### config.mk
export PLATFORM = sky130hd
export DESIGN_NAME = reset_source_combiner
export DESIGN_NICKNAME = d
export VERILOG_FILES = /design/src/shared/rst_comb_pkg.sv /design/src/hw/reset_source_combiner.sv
export VERILOG_INCLUDE_DIRS = /design/src /design/src/shared
export SDC_FILE = /design/constraint.sdc
export NUM_CORES = 1
export LEC_CHECK = 0
export BUFFER_PORTS_ARGS = -buffer_cell sky130_fd_sc_hd__buf_2
export CORE_MARGIN = 1
export CORE_UTILIZATION = 40
export CTS_CLUSTER_DIAMETER = 50
export CTS_CLUSTER_SIZE = 16
export DETAILED_ROUTE_END_ITERATION = 12
export PLACE_DENSITY = 0.74
export SLEW_MARGIN = 20
export SYNTH_ARGS = -nofsm -noshare
export SYNTH_HDL_FRONTEND = slang
export SYNTH_SLANG_ARGS = --single-unit
export TNS_END_PERCENT = 5
### constraint.sdc
create_clock -name clk_i -period 1.5 [get_ports clk_i]
set_clock_uncertainty 0.2 [all_clocks]
set_input_delay 0.45 -clock clk_i [delete_from_list [all_inputs] [get_ports clk_i]]
set_output_delay 0.45 -clock clk_i [all_outputs]
set_load 0.02 [all_outputs]
### src/shared/rst_comb_map.svh
`ifndef RST_COMB_MAP_SVH
`define RST_COMB_MAP_SVH
`define CAUSE_REG_OFS 8'h00
`define TRIG_REG_OFS 8'h04
`define CMR_BIT 9
`define VREG_BIT 8
`define PIN_BIT 7
`define SWR_BIT 6
`define WDT_BIT 4
`define SLEEP_BIT 3
`define IDLE_BIT 2
`define BOR_BIT 1
`define POR_BIT 0
`define TRIG_BIT 0
`define CAUSE_POR_VAL 10'h003
`define CAUSE_MASK 32'h0000_03df
`define RST_HOLD_NS 100
`define CLK_PERIOD_NS 10
`define RST_HOLD_CYC ((`RST_HOLD_NS + `CLK_PERIOD_NS - 1) / `CLK_PERIOD_NS)
`endif

### src/shared/rst_comb_pkg.sv
package rst_comb_pkg;
   typedef enum logic [1:0] {st_run, st_hold} seq_t;
   typedef struct packed {
      logic pin;
      logic wdt;
      logic bor;
      logic config_mismatch_flag;
      logic sleep;
      logic idle;
   } src_t;
   typedef struct packed {
      src_t sync1;
      src_t sync2;
      logic [9:0] cause;
      logic unlocked;
      logic sw_req;
      seq_t seq;
      logic [3:0] cnt;
      logic master_system_reset;
      logic vreg;
      logic [31:0] rdata;
   } state_t;
endpackage
### src/hw/reset_source_combiner.sv
`timescale 1ns/1ps
`default_nettype none
`include "rst_comb_map.svh"
module reset_source_combiner
   import rst_comb_pkg::*;
(
   // clock and power-on reset
   input wire logic clk_i,
   input wire logic rst_i,
   // reset sources from pins and detectors, plus sleep and idle state
   input wire logic master_clear_pin_n_i,
   input wire logic watchdog_reset_source_i,
   input wire logic brownout_i,
   input wire logic cfg_mismatch_i,
   input wire logic in_sleep_i,
   input wire logic in_idle_i,
   // unlock state from the system unlock unit
   input wire logic unlocked_i,
   // register port
   input wire logic [7:0] addr_i,
   input wire logic [31:0] wdata_i,
   input wire logic wr_i,
   input wire logic rd_i,
   output logic [31:0] rdata_o,
   // results
   output logic master_system_reset_o,
   output logic regulator_standby_enable_o
);
   localparam logic [3:0] HOLD_CYC = 4'(`RST_HOLD_CYC);
   localparam logic [31:0] CAUSE_MASK_W = `CAUSE_MASK;

   state_t st_ff;
   state_t nxt_st;

   function automatic logic hit(input logic [7:0] a, input logic [7:0] o);
      hit = (a == o);
   endfunction

   logic [31:0] cause_word;
   // regulator enable lives apart from the flags but reads back in bit 8
   always_comb begin
      cause_word = {22'h0, st_ff.cause} & CAUSE_MASK_W;
      cause_word[`VREG_BIT] = st_ff.vreg;
   end

   always_comb begin
      logic any_src;
      logic sw_fire;
      any_src = 1'b0;
      sw_fire = 1'b0;
      nxt_st = st_ff;
      nxt_st.sync1.pin = ~master_clear_pin_n_i;
      nxt_st.sync1.wdt = watchdog_reset_source_i;
      nxt_st.sync1.bor = brownout_i;
      nxt_st.sync1.config_mismatch_flag = cfg_mismatch_i;
      nxt_st.sync1.sleep = in_sleep_i;
      nxt_st.sync1.idle = in_idle_i;
      nxt_st.sync2 = st_ff.sync1;
      nxt_st.unlocked = unlocked_i;
      nxt_st.sw_req = 1'b0;
      nxt_st.rdata = 32'h0;
      if (rd_i) begin
         if (hit(addr_i, `CAUSE_REG_OFS)) begin
            nxt_st.rdata = cause_word;
         end
         // trigger register reads zero
      end
      // software writes first; hardware sets below win
      if (wr_i && hit(addr_i, `CAUSE_REG_OFS)) begin
         nxt_st.cause = wdata_i[9:0] & CAUSE_MASK_W[9:0];
      end
      if (wr_i && hit(addr_i, `TRIG_REG_OFS) && wdata_i[`TRIG_BIT]
          && st_ff.unlocked) begin
         nxt_st.sw_req = 1'b1;
      end
      sw_fire = st_ff.sw_req;
      if (st_ff.sync2.config_mismatch_flag) nxt_st.cause[`CMR_BIT] = 1'b1;
      if (st_ff.sync2.pin) nxt_st.cause[`PIN_BIT] = 1'b1;
      if (sw_fire) nxt_st.cause[`SWR_BIT] = 1'b1;
      if (st_ff.sync2.wdt) nxt_st.cause[`WDT_BIT] = 1'b1;
      if (st_ff.sync2.bor) nxt_st.cause[`BOR_BIT] = 1'b1;
      // sleep/idle captured when a reset starts from that state
      any_src = st_ff.sync2.pin | st_ff.sync2.wdt | st_ff.sync2.bor
         | st_ff.sync2.config_mismatch_flag | sw_fire;
      if (any_src && st_ff.sync2.sleep) begin
         nxt_st.cause[`SLEEP_BIT] = 1'b1;
      end
      if (any_src && st_ff.sync2.idle) begin
         nxt_st.cause[`IDLE_BIT] = 1'b1;
      end
      if (wr_i && hit(addr_i, `CAUSE_REG_OFS)) begin
         nxt_st.vreg = wdata_i[`VREG_BIT];
      end
      nxt_st.cause[`VREG_BIT] = 1'b0;
      // cause register never cleared by the system reset itself
      case (st_ff.seq)
         st_run: begin
            nxt_st.master_system_reset = 1'b0;
            if (any_src) begin
               nxt_st.seq = st_hold;
               nxt_st.cnt = HOLD_CYC;
               nxt_st.master_system_reset = 1'b1;
            end
         end
         st_hold: begin
            nxt_st.master_system_reset = 1'b1;
            if (any_src) begin
               nxt_st.cnt = HOLD_CYC;
            end else if (st_ff.cnt == 4'h1) begin
               nxt_st.seq = st_run;
               nxt_st.master_system_reset = 1'b0;
            end else begin
               nxt_st.cnt = st_ff.cnt - 4'h1;
            end
         end
         default: begin
            nxt_st.seq = st_run;
            nxt_st.master_system_reset = 1'b1;
         end
      endcase
   end

   // power-on reset: rst_i held high, other flags zero, bits 1 and 0 set
   always_ff @(posedge clk_i or posedge rst_i) begin
      if (rst_i) begin
         st_ff <= '0;
         st_ff.cause <= `CAUSE_POR_VAL;
         st_ff.seq <= st_run;
         st_ff.master_system_reset <= 1'b1;
      end else begin
         st_ff <= nxt_st;
      end
   end

   assign rdata_o = st_ff.rdata;
   assign master_system_reset_o = st_ff.master_system_reset;
   assign regulator_standby_enable_o = st_ff.vreg;

   chk_por_flags_read: assert property (
      @(posedge clk_i) disable iff (rst_i)
      $fell(rst_i)
      |-> (st_ff.cause == `CAUSE_POR_VAL) && master_system_reset_o)
      else $error("power-on flags not set after power-on reset");
   chk_reserved_zero: assert property (
      @(posedge clk_i) disable iff (rst_i)
      (rdata_o[31:10] == 22'h0) && !rdata_o[5])
      else $error("reserved cause bits nonzero");
   chk_trig_locked: assert property (
      @(posedge clk_i) disable iff (rst_i)
      (wr_i && hit(addr_i, `TRIG_REG_OFS) && !st_ff.unlocked) |=> !st_ff.sw_req)
      else $error("trigger accepted while locked");
   chk_trig_fire: assert property (
      @(posedge clk_i) disable iff (rst_i)
      (wr_i && hit(addr_i, `TRIG_REG_OFS) && wdata_i[0] && st_ff.unlocked)
      |=> st_ff.sw_req ##1 (!st_ff.sw_req && master_system_reset_o))
      else $error("software reset not raised");
   chk_swr_flag: assert property (
      @(posedge clk_i) disable iff (rst_i)
      st_ff.sw_req |=> st_ff.cause[`SWR_BIT])
      else $error("software flag not set");
   chk_pin_flag: assert property (
      @(posedge clk_i) disable iff (rst_i)
      st_ff.sync2.pin |=> (st_ff.cause[`PIN_BIT] && master_system_reset_o))
      else $error("pin reset not recorded");
   chk_wdt_flag: assert property (
      @(posedge clk_i) disable iff (rst_i)
      st_ff.sync2.wdt |=> st_ff.cause[`WDT_BIT])
      else $error("watchdog flag not set");
   chk_cmr_flag: assert property (
      @(posedge clk_i) disable iff (rst_i)
      st_ff.sync2.config_mismatch_flag |=> st_ff.cause[`CMR_BIT])
      else $error("mismatch flag not set");
   chk_bor_flag: assert property (
      @(posedge clk_i) disable iff (rst_i)
      st_ff.sync2.bor |=> st_ff.cause[`BOR_BIT])
      else $error("brown-out flag not set");
   // assertion helper: cycles the system reset has stood high;
   // power-on counts as long enough, the supply holds rst_i itself
   logic [3:0] hold_seen_ff;
   logic [3:0] nxt_hold_seen;
   always_comb begin
      nxt_hold_seen = hold_seen_ff;
      if (!master_system_reset_o) begin
         nxt_hold_seen = 4'h0;
      end else if (hold_seen_ff != 4'hf) begin
         nxt_hold_seen = hold_seen_ff + 4'h1;
      end
   end
   always_ff @(posedge clk_i or posedge rst_i) begin
      if (rst_i) begin
         hold_seen_ff <= 4'hf;
      end else begin
         hold_seen_ff <= nxt_hold_seen;
      end
   end

   chk_hold_len: assert property (
      @(posedge clk_i) disable iff (rst_i)
      $fell(master_system_reset_o) |-> (hold_seen_ff >= HOLD_CYC))
      else $error("system reset too short");
   chk_vreg_write: assert property (
      @(posedge clk_i) disable iff (rst_i)
      (wr_i && hit(addr_i, `CAUSE_REG_OFS))
      |=> regulator_standby_enable_o == $past(wdata_i[8]))
      else $error("regulator enable not written");
   chk_sleep_flag: assert property (
      @(posedge clk_i) disable iff (rst_i)
      (st_ff.sync2.sleep && (st_ff.sync2.pin || st_ff.sync2.wdt
         || st_ff.sync2.bor || st_ff.sync2.config_mismatch_flag || st_ff.sw_req))
      |=> st_ff.cause[`SLEEP_BIT])
      else $error("sleep flag not set");
   chk_idle_flag: assert property (
      @(posedge clk_i) disable iff (rst_i)
      (st_ff.sync2.idle && (st_ff.sync2.pin || st_ff.sync2.wdt
         || st_ff.sync2.bor || st_ff.sync2.config_mismatch_flag || st_ff.sw_req))
      |=> st_ff.cause[`IDLE_BIT])
      else $error("idle flag not set");
   chk_reset_merge: assert property (
      @(posedge clk_i) disable iff (rst_i)
      (st_ff.sync2.pin || st_ff.sync2.wdt || st_ff.sync2.bor
         || st_ff.sync2.config_mismatch_flag || st_ff.sw_req)
      |=> master_system_reset_o)
      else $error("source did not raise system reset");
   chk_reset_quiet: assert property (
      @(posedge clk_i) disable iff (rst_i)
      (st_ff.seq == st_run && !st_ff.sync2.pin && !st_ff.sync2.wdt
         && !st_ff.sync2.bor && !st_ff.sync2.config_mismatch_flag && !st_ff.sw_req)
      |=> !master_system_reset_o)
      else $error("system reset without a source");
   chk_trig_clear: assert property (
      @(posedge clk_i) disable iff (rst_i)
      !wr_i |=> !st_ff.sw_req)
      else $error("trigger did not clear itself");
   chk_trig_zero: assert property (
      @(posedge clk_i) disable iff (rst_i)
      (wr_i && hit(addr_i, `TRIG_REG_OFS) && !wdata_i[`TRIG_BIT])
      |=> !st_ff.sw_req)
      else $error("writing zero raised a software reset");
   chk_trig_read: assert property (
      @(posedge clk_i) disable iff (rst_i)
      (rd_i && hit(addr_i, `TRIG_REG_OFS)) |=> (rdata_o == 32'h0))
      else $error("trigger register read nonzero");
   chk_vreg_read: assert property (
      @(posedge clk_i) disable iff (rst_i)
      (rd_i && hit(addr_i, `CAUSE_REG_OFS))
      |=> rdata_o[`VREG_BIT] == $past(regulator_standby_enable_o))
      else $error("regulator enable not read back");
   chk_rdata_idle: assert property (
      @(posedge clk_i) disable iff (rst_i)
      !rd_i |=> (rdata_o == 32'h0))
      else $error("read data outside its cycle");
   chk_por_write: assert property (
      @(posedge clk_i) disable iff (rst_i)
      (wr_i && hit(addr_i, `CAUSE_REG_OFS))
      |=> st_ff.cause[`POR_BIT] == $past(wdata_i[`POR_BIT]))
      else $error("power-on flag not writable");
   chk_flags_kept: assert property (
      @(posedge clk_i) disable iff (rst_i)
      !(wr_i && hit(addr_i, `CAUSE_REG_OFS))
      |=> (st_ff.cause & $past(st_ff.cause)) == $past(st_ff.cause))
      else $error("cause flag lost without a software write");
   chk_vreg_kept: assert property (
      @(posedge clk_i) disable iff (rst_i)
      !(wr_i && hit(addr_i, `CAUSE_REG_OFS))
      |=> $stable(regulator_standby_enable_o))
      else $error("regulator enable changed without a write");
   chk_hold_count: assert property (
      @(posedge clk_i) disable iff (rst_i)
      (st_ff.seq == st_hold && st_ff.cnt > 4'h1)
      |=> master_system_reset_o)
      else $error("system reset released early");
   chk_swr_only: assert property (
      @(posedge clk_i) disable iff (rst_i)
      (!st_ff.sw_req && !st_ff.cause[`SWR_BIT] && !wr_i)
      |=> !st_ff.cause[`SWR_BIT])
      else $error("software flag set without a software reset");
   chk_pin_sync: assert property (
      @(posedge clk_i) disable iff (rst_i)
      master_clear_pin_n_i ##1 master_clear_pin_n_i |=> !st_ff.sync2.pin)
      else $error("pin request without the pin");
   chk_pin_latency: assert property (
      @(posedge clk_i) disable iff (rst_i)
      !master_clear_pin_n_i |-> ##3 st_ff.cause[`PIN_BIT])
      else $error("pin flag late");
   chk_wdt_latency: assert property (
      @(posedge clk_i) disable iff (rst_i)
      watchdog_reset_source_i |-> ##3 st_ff.cause[`WDT_BIT])
      else $error("watchdog flag late");
   chk_bor_latency: assert property (
      @(posedge clk_i) disable iff (rst_i)
      brownout_i |-> ##3 st_ff.cause[`BOR_BIT])
      else $error("brown-out flag late");
   chk_cmr_latency: assert property (
      @(posedge clk_i) disable iff (rst_i)
      cfg_mismatch_i |-> ##3 st_ff.cause[`CMR_BIT])
      else $error("mismatch flag late");
   chk_reset_latency: assert property (
      @(posedge clk_i) disable iff (rst_i)
      (!master_clear_pin_n_i || watchdog_reset_source_i || brownout_i
         || cfg_mismatch_i) |-> ##3 master_system_reset_o)
      else $error("system reset late");
endmodule
`default_nettype wire

## Yosys cells after proc, flatten, opt, wreduce, memory -nomap -nowiden

Cells that the tools add are included.

- $add $sub $neg: 1
- $mul: 0
- Divide/modulo/power cells: 0
- Order comparisons: 0
- Eq/ne operators: 7
- Shift-type cells: 0
- Muxes and demuxes: 21
- Bitwise logic cells: 5
- Reductions and logical operators: 18

Operators by type and width:

| operator | count |
|---|---|
| $mux 10 | 3 |
| $reduce_bool 2->1 | 8 |
| $mux 1 | 10 |
| $eq 8x3->1 const B | 1 |
| $logic_not 8->1 | 1 |
| $mux 4 | 2 |
| $pmux 4 s2 | 1 |
| $mux 7 | 1 |
| $logic_and 1x1->1 | 6 |
| $ne 2x2->1 const B | 3 |
| $reduce_and 3->1 | 2 |
| $eq 4x1->1 const B | 1 |
| $mux 2 | 2 |
| $or 1x1->1 | 4 |
| $pmux 2 s2 | 1 |
| $sub 4x1->4 const B | 1 |
| $ne 3x3->1 const B | 1 |
| $eq 2x1->1 const B | 1 |
| $logic_not 2->1 | 1 |
| $pmux 1 s2 | 1 |
| $not 1->1 | 1 |

- Bits in registers: 62
- Bits in latches: 0
- Memory bits (writable): 0
- Memory bits (read-only): 0
- Input port bits: 51
- Output and inout port bits: 34
- Logic and storage cells: 79
- Memories: 0

## Depth between registers and ports, before layout

Gate-level depths: netlist of the first run.

- Word-level depth: 6
- Mapped depth: 6

## Worst setup path after synthesis of the first run

OpenSTA, ideal clock, no wires.

- Path type: input port to flip-flop
- Start: in addr_i[7]
- End: reg st_ff, in the netlist regulator_standby_enable_o
- Setup time: 0.125 ns
- Arrival time: 1.491 ns
- Data required time: 1.175 ns
- Path slack: -0.316 ns
- Stages on the path: 4
- Path buffers: 1
- Cells stage by stage: nor4_4 > and3_1 > buf_6 > mux2_4

- Longest elaborated chain between the ends: 2

RTL lines:

| element | RTL line | RTL |
|---|---|---|
| start: declaration | reset_source_combiner.sv:20 | `input wire logic [7:0] addr_i,` |
| $logic_not 8->1 | reset_source_combiner.sv:36 | `hit = (a == o);` |
| $logic_and 1x1->1 | reset_source_combiner.sv:91 | `` if (wr_i && hit(addr_i, `CAUSE_REG_OFS)) begin `` |
| end signal: assignment | reset_source_combiner.sv:131 | `st_ff <= nxt_st;` |
| end: declaration | reset_source_combiner.sv:32 | `state_t st_ff;` |

Every way passes these cells.
A chain may end at the register's enable or synchronous reset.

## Worst setup path after layout of the first run

- Start: reg st_ff[35] in the netlist's numbering
- End: reg st_ff[37] in the netlist's numbering

- Longest elaborated chain between the ends: 4
- Elaborated cells between the ends (all ways): 7

RTL lines:

| element | RTL line | RTL |
|---|---|---|
| $sub 4x1->4 | reset_source_combiner.sv:113 | `nxt_st.cnt = st_ff.cnt - 4'h1;` |
| $mux 4 | reset_source_combiner.sv:109 | `end else if (st_ff.cnt == 4'h1) begin` |
| $mux 4 | reset_source_combiner.sv:107 | `if (any_src) begin` |
| $pmux 4 s2 | reset_source_combiner.sv:96 | `case (st_ff.seq)` |

Several ways; a longest one is shown, not always the timed one. The select of a mux whose other input is x is not followed.

==> results.md, run 1 <==
- Nets@finish: 237
- Max-cap viol count: 0
- Die ar.: 4450 um2
- Xor and xnor fraction of the mapped netlist area: 0%
- Critical-path maximum fanout: 7
- Min cycle time layout: 1.58 ns
- Area share of fa/ha/maj cells after synthesis: 1.49%
- I/O Buffers: 38
- Worst r2r src: st_ff[35]$_DFFE_PP0P_
- Status: finished, violations left
- Critical path required time: 1.46 ns
- NetSw: 0.000443 W
- Failing checks: setup timing
- Vias/cell: 4.43
- Routed wire length: 2.62 mm
- Crit path DAT: 1.54 ns
- Number of global-route vias before repair: 1,028
- Main combinational cell family by area after synthesis: buffers and inverters
- R2R cell count: 5
- Kind of critical path: flip-flop to flip-flop
- CP Capture Type: flip-flop
- CTS Hold Bufs: 0
- FP Rows: 23
- Worst slack at placement: -0.377 ns
- Synth Instances: 142
- Fmax: 0.634 GHz
- Slew Limit Fails: 0
- Congestion Overflow GR: 0
- FF/Latch Area: 955 um2
- Die X-Extent: 66.7 um
- Unrepaired setup endpoints after global routing: yes
- Final cell utilization of the core: 49.8%
- CTS sink cnt: 38
- Clk buf depth: 2
- Peak supply drop: 557 uV
- DR pass1 iterations: 4
- N_diodes: 0
- Yosys cell types: 29
- Ys Warns: 0
- Half-perimeter wire length after placement: 1.87 mm
- LEAKAGE: 1.04 nW
- Clock power share: 35.9%
- Final Hold Vio Count: 0
- Startpoint Class: flip-flop
- Clk slew on worst S/H paths: 0.07 ns
- DRT iter0 DRCs: 41
- Routed wire per std cell: 11.2 um
- Compound-Gate Fraction of Synth Area: 9.11%
- Synthesis-to-finish area growth: 18.9%
- Initial Util: 41.9%
- GRT Overall Usage: 13.4%
- First-pass GRT wire length: 4.27 mm
- Initial antenna violation count: 0
- Internal reg-to-reg setup slack: -0.08 ns
- Die Y: 66.7 um
- Tcrit/Tclk final: 105%
- Seq cells post-synth: 38
- Share of layout cells above drive strength 1: 41.1%
- Antenna Nets Post-Route: 0
- Core area: 4000 um2
- Clock Latency Late Sink: 0.28 ns
- Largest net degree at the start of global routing: 39
- Part of the power in registers: 55.1%
- Sequential-to-total area share from yosys stat: 57.0%
- Leading cell types in the layout, fill and taps excluded: dfrtp_1 (35), buf_2 (35), conb_1 (23)
- Setup slack after layout: -0.0769 ns
- Logic pwr share: 9.0%
- Number of CTS-inserted buffers: 5
- Multi-input gate area: 523 um2
- Worst R2R End: st_ff[37]$_DFFE_PP0P_
- Routability cong.: 0.777
- Htree depth: 2
- Worst Hold Class: input pin to async pin
- Pwr per Cell Area: 967 nW/um2
- Setup-failing EPs final: 5
- DR DRC count: 0
- Sw Ratio: 23.0%
- Clock Tree Root: clkbuf_8
- Mux cell area share after synthesis: 1.79%
- Netlist Area Pre-Place: 1680 um2
- Post-Synth Simple-Gate Area: 11.9%
- CTS tree: built
- Vias: 1,040
- I/O pins: 85
- Cell Int Power: 0.00148 W
- Fill cells: 356
- Mapped Avg Cell Area: 11.8 um2
## metrics by stage
| stage | power, W | instances | setup TNS [ns] | hold WS, ns | area, um2 |
|---|---|---|---|---|---|
| finish | 0.00193 | 235 | -0.275 | 0.00473 | 1990 |
| global route | 0.00202 | 235 | -0.629 | 0.0174 | 1990 |
| CTS | 0.00194 | 234 | -0.235 | 0.00800 | 1950 |
| detailed placement | 0.00124 | 225 | -5.32 | 0.136 | 1830 |
| global placement | 0.00124 | 225 | -5.12 | 0.133 | 1830 |
| floorplan | 0.00122 | 164 | -2.67 | 0.131 | 1760 |
## layout make-up
cell class | instances | area share (%)
clock inverters | 1 | 0.251
inverters | 11 | 2.07
multi-input cells | 78 | 26.3
flip-flops and latches | 38 | 47.9
well taps | 50 | 3.14
clock buffers | 7 | 4.33
repair buffers | 50 | 16.0
## power by group through the flow
stage          registers, W  clock network, W  logic, W
4_1_cts             0.00106          0.000715  0.000168
3_3_place_gp        0.00108                 0  0.000161
2_1_floorplan       0.00108                 0  0.000139
6_report            0.00106          0.000692  0.000174
3_5_place_dp        0.00108                 0  0.000164
5_1_grt             0.00106          0.000768  0.000192
## how the worst max path moves through the flow
| stage | from | endpoint | slack [ns] | cells past startpoint |
|---|---|---|---|---|
| after floorplan | addr_i[7] | regulator_standby_enable_o$_DFFE_PP0P_ | -0.32 | 4 |
| after global placement | addr_i[3] | regulator_standby_enable_o$_DFFE_PP0P_ | -0.38 | 4 |
| after detailed placement | addr_i[3] | regulator_standby_enable_o$_DFFE_PP0P_ | -0.38 | 4 |
| after CTS | master_system_reset_o$_DFF_PP1_ | master_system_reset_o | -0.07 | 1 |
| after global routing | st_ff[35]$_DFFE_PP0P_ | st_ff[37]$_DFFE_PP0P_ | -0.14 | 5 |
| final | st_ff[35]$_DFFE_PP0P_ | st_ff[37]$_DFFE_PP0P_ | -0.08 | 5 |
## critical path, cell delays in order, from the launching register on
cell and delay, ns:
dfrtp_1 0.40, inv_2 0.06, ha_1 0.13, or3b_4 0.42
a31oi_1 0.18, o21ai_1 0.07
## flip-flops by register name, summed over array words and instances, names as in the netlist
register,cells
regulator_standby_enable_o,1
rdata_o,9
nxt_st,6
cause_word,8
st_ff,13
master_system_reset_o,1
## logic make-up after synthesis
group,Yosys count
AOI/OAI and AO/OA,22
adders and majority gates,2
buffers and inverters,48
DFF,38
muxes,2
other,1
and+or+nand+nor,29
## Yosys cell counts (all sizes together)
| library cell | count | area, um2 |
|---|---|---|
| buf | 35 | 260 |
| dfrtp | 35 | 876 |
| inv | 11 | 41.3 |
| and2 | 10 | 62.6 |
| o21ai | 7 | 35.0 |
| a41oi | 5 | 43.8 |
| and3 | 5 | 32.5 |
| nand2 | 4 | 15.0 |
| a21oi | 3 | 15.0 |
| a31oi | 3 | 18.8 |
| dfstp | 3 | 78.8 |
| nor4 | 3 | 48.8 |
| a221o | 2 | 22.5 |
| clkbuf | 2 | 7.51 |
| ha | 2 | 25.0 |
| mux2 | 2 | 30.0 |
| nand3 | 2 | 10.0 |
| nor3 | 2 | 10.0 |
| a21bo | 1 | 10.0 |
| a21o | 1 | 7.51 |
| conb | 1 | 3.75 |
| nand4b | 1 | 8.76 |
| nor2 | 1 | 3.75 |
| or3b | 1 | 8.76 |
## timing repair
action	CTS	global route
buffers inserted	1	1
gates resized for setup	9	10
endpoints found under the setup margin	13	19
pin swaps	5	4
endpoints found under the hold margin	0	0
## routing by layer
| layer | GRT usage, % | part of all wire, % | vias to the layer above |
|---|---|---|---|
| met3 | 3.94 | 7.7 | 7 |
| li1 | - | - | 505 |
| met1 | 13.6 | 36 | 479 |
| met4 | 7.18 | 2.3 | 0 |
| met2 | 24.2 | 54 | 49 |
| met5 | 0 | 0 | - |
Power figures use the tool's default switching activity.
==> inputs of run 2 (changes only) <==
Settings changed: BUFFER_PORTS_ARGS -buffer_cell sky130_fd_sc_hd__buf_2 to unset, CORE_UTILIZATION 40 to 25, CTS_CLUSTER_SIZE 16 to 10, DONT_BUFFER_PORTS set to 1, PLACE_DENSITY 0.74 to unset.
==> run 2 against run 1 <==
Against the previous run: non-clock buffer count fell by 35; clock power is 21% higher; the flow finishes with violations (DRC, setup timing); combinational power decreased by 26%; via count is 15% lower; critical path depth stayed put; maximum frequency is 1.1% higher; largest cell class unchanged; final area shrank 6.3%; first-iteration DRC count shrank 4.9%; sequential share of layout area rose by 3.2 points.
==> results.md, run 2 (synthesis gave the netlist of run 1 again) <==
- Status: finished, violations left
- Failing checks: DRC, setup timing
- CTS sink cnt: 38
- Clock Latency Late Sink: 0.29 ns
- Max layer used: met4
- Sw Ratio: 22.2%
- CTS tree: built
- Met1 wire length: 1.19 mm
- Vias/cell: 3.92
- Clk buf depth: 2
- Leading cell types in the layout, fill and taps excluded: dfrtp_1 (35), conb_1 (23), and2_1 (10), inv_1 (10)
- Critical-path maximum fanout: 7
- GRT Overall Usage: 8.78%
- Tcrit/Tclk final: 104%
- Clock power share: 41.3%
- First-pass GRT wire length: 4.57 mm
- NetSw: 0.000451 W
- Post-CTS setup buffers: 0
- Antenna Nets Post-Route: 0
- Initial antenna violation count: 0
- Clk slew on worst S/H paths: 0.08 ns
- Critical-path cell list: inv_2 -> ha_4 -> or3b_4 -> a21o_1 -> a21oi_2
- LEAKAGE: 0.883 nW
- Register with the most flip-flops: st_ff
- Final Hold Vio Count: 0
- Startpoint Class: flip-flop
- TNS Setup: -0.174 ns
- I/O Buffers: 0
- Worst slack at placement: -0.293 ns
- Htree depth: 2
- Logic pwr share: 6.3%
- Met2 WL post-DR: 1.23 mm
- Core area: 6420 um2
- Slew Limit Fails: 0
- Critical path required time: 1.53 ns
- Nets@finish: 202
- Final cell utilization of the core: 29.0%
- Routed wire length: 2.72 mm
- Routed wire per std cell: 12.0 um
- Routability cong.: 0.690
- Cell Int Power: 0.00158 W
- Vias: 889
- FP Rows: 29
- CP delay by family, top: simple AND/OR/NAND/NOR gates
- Design area: 1870 um2
- Setup-failing EPs final: 4
- DRT iter0 DRCs: 39
- Min cycle time layout: 1.56 ns
- Share of layout cells above drive strength 1: 22.0%
- I/O pins: 85
- Fmax: 0.641 GHz
- Setup slack after layout: -0.0604 ns
- Die Y: 83.9 um
- Pwr per Cell Area: 1090 nW/um2
- R2R cell count: 5
- Total placed instance area: 1660 um2
- Peak supply drop: 314 uV
- Met3 routed WL: 207 um
- Number of CTS-inserted buffers: 5
- Max-cap viol count: 0
- Die ar.: 7030 um2
- Die X-Extent: 83.9 um
- DR DRC count: 6
- Congestion Overflow GR: 0
- Worst r2r src: st_ff[35]$_DFFE_PP0P_
- Max stage delay on crit path: 0.42 ns
- Initial Util: 26.1%
- Synthesis-to-finish area growth: 11.4%
- Number of global-route vias before repair: 930
- Hold EP: nxt_st[57]$_DFF_PP0_
- Hold path depth: 1
- N_diodes: 0
- DR pass1 iterations: 7
- Slowest-stage cell, CP: or3b_4
- Kind of critical path: flip-flop to flip-flop
- Crit path DAT: 1.59 ns
- Hold Crit Start: master_clear_pin_n_i
- Unrepaired setup endpoints after global routing: yes
- Most common cell after layout, fill and taps aside: dfrtp_1
- CP Capture Type: flip-flop
- Part of the power in registers: 52.3%
- Largest net degree at the start of global routing: 39
- Worst Hold Class: input pin to flip-flop
- Clock Tree Root: clkbuf_8
- WP buf/inv: 1
- Worst R2R End: st_ff[34]$_DFFE_PP0P_
- Max reg flops: 13
- Internal reg-to-reg setup slack: -0.06 ns
- Half-perimeter wire length after placement: 1.99 mm
==> run 2: repair_timing <==
item                                    4_1_cts  5_1_grt
endpoints found under the setup margin        6        7
cloned                                        0        0
endpoints found under the hold margin        41        0
pin swaps                                     5        2
hold buffers                                  7        0
resized for setup                             7        2
==> run 2: final cells by class <==
cell class / instances / area (um2)
timing repair buffer: 15 / 143
sequential: 38 / 955
tap: 77 / 96.3
multi-input combinational: 78 / 522
clock buffer: 5 / 68.8
fill: 654 / 4560
inverter: 11 / 41.3
clock inverter: 3 / 40.0
==> run 2: worst max path at each step <==
stage                                startpoint                                endpoint  slack, ns  cells past startpoint
after floorplan                       addr_i[7]  regulator_standby_enable_o$_DFFE_PP0P_      -0.32                      4
after CTS                 st_ff[35]$_DFFE_PP0P_                   st_ff[37]$_DFFE_PP0P_      -0.05                      5
after detailed placement              addr_i[7]  regulator_standby_enable_o$_DFFE_PP0P_      -0.29                      3
final                     st_ff[35]$_DFFE_PP0P_                   st_ff[34]$_DFFE_PP0P_      -0.06                      5
after global placement                addr_i[7]  regulator_standby_enable_o$_DFFE_PP0P_      -0.28                      3
after global routing      st_ff[35]$_DFFE_PP0P_                   st_ff[35]$_DFFE_PP0P_      -0.11                      5
==> run 2: per-layer routing <==
layer	up-vias	track usage, %
met2	35	12.7
met1	415	10.3
li1	432	-
met5	-	0
met3	7	3.46
met4	0	7.05
==> run 2: power by group through the flow <==
stage	registers, W	clock network (W)	logic [W]
floorplan	0.00108	0	0.000139
global placement	0.00108	0	0.000112
detailed placement	0.00108	0	0.000113
CTS	0.00106	0.000871	0.000130
global route	0.00106	0.000913	0.000143
finish	0.00106	0.000839	0.000129
==> run 2: stage by stage <==
step                      std cells  hold slack (ns)  power (W)
after global routing            227          0.00577    0.00212
after floorplan                 164            0.131    0.00122
final                           227           0.0210    0.00203
after detailed placement        212            0.135    0.00119
after CTS                       227          0.00942    0.00206
after global placement          212            0.133    0.00119
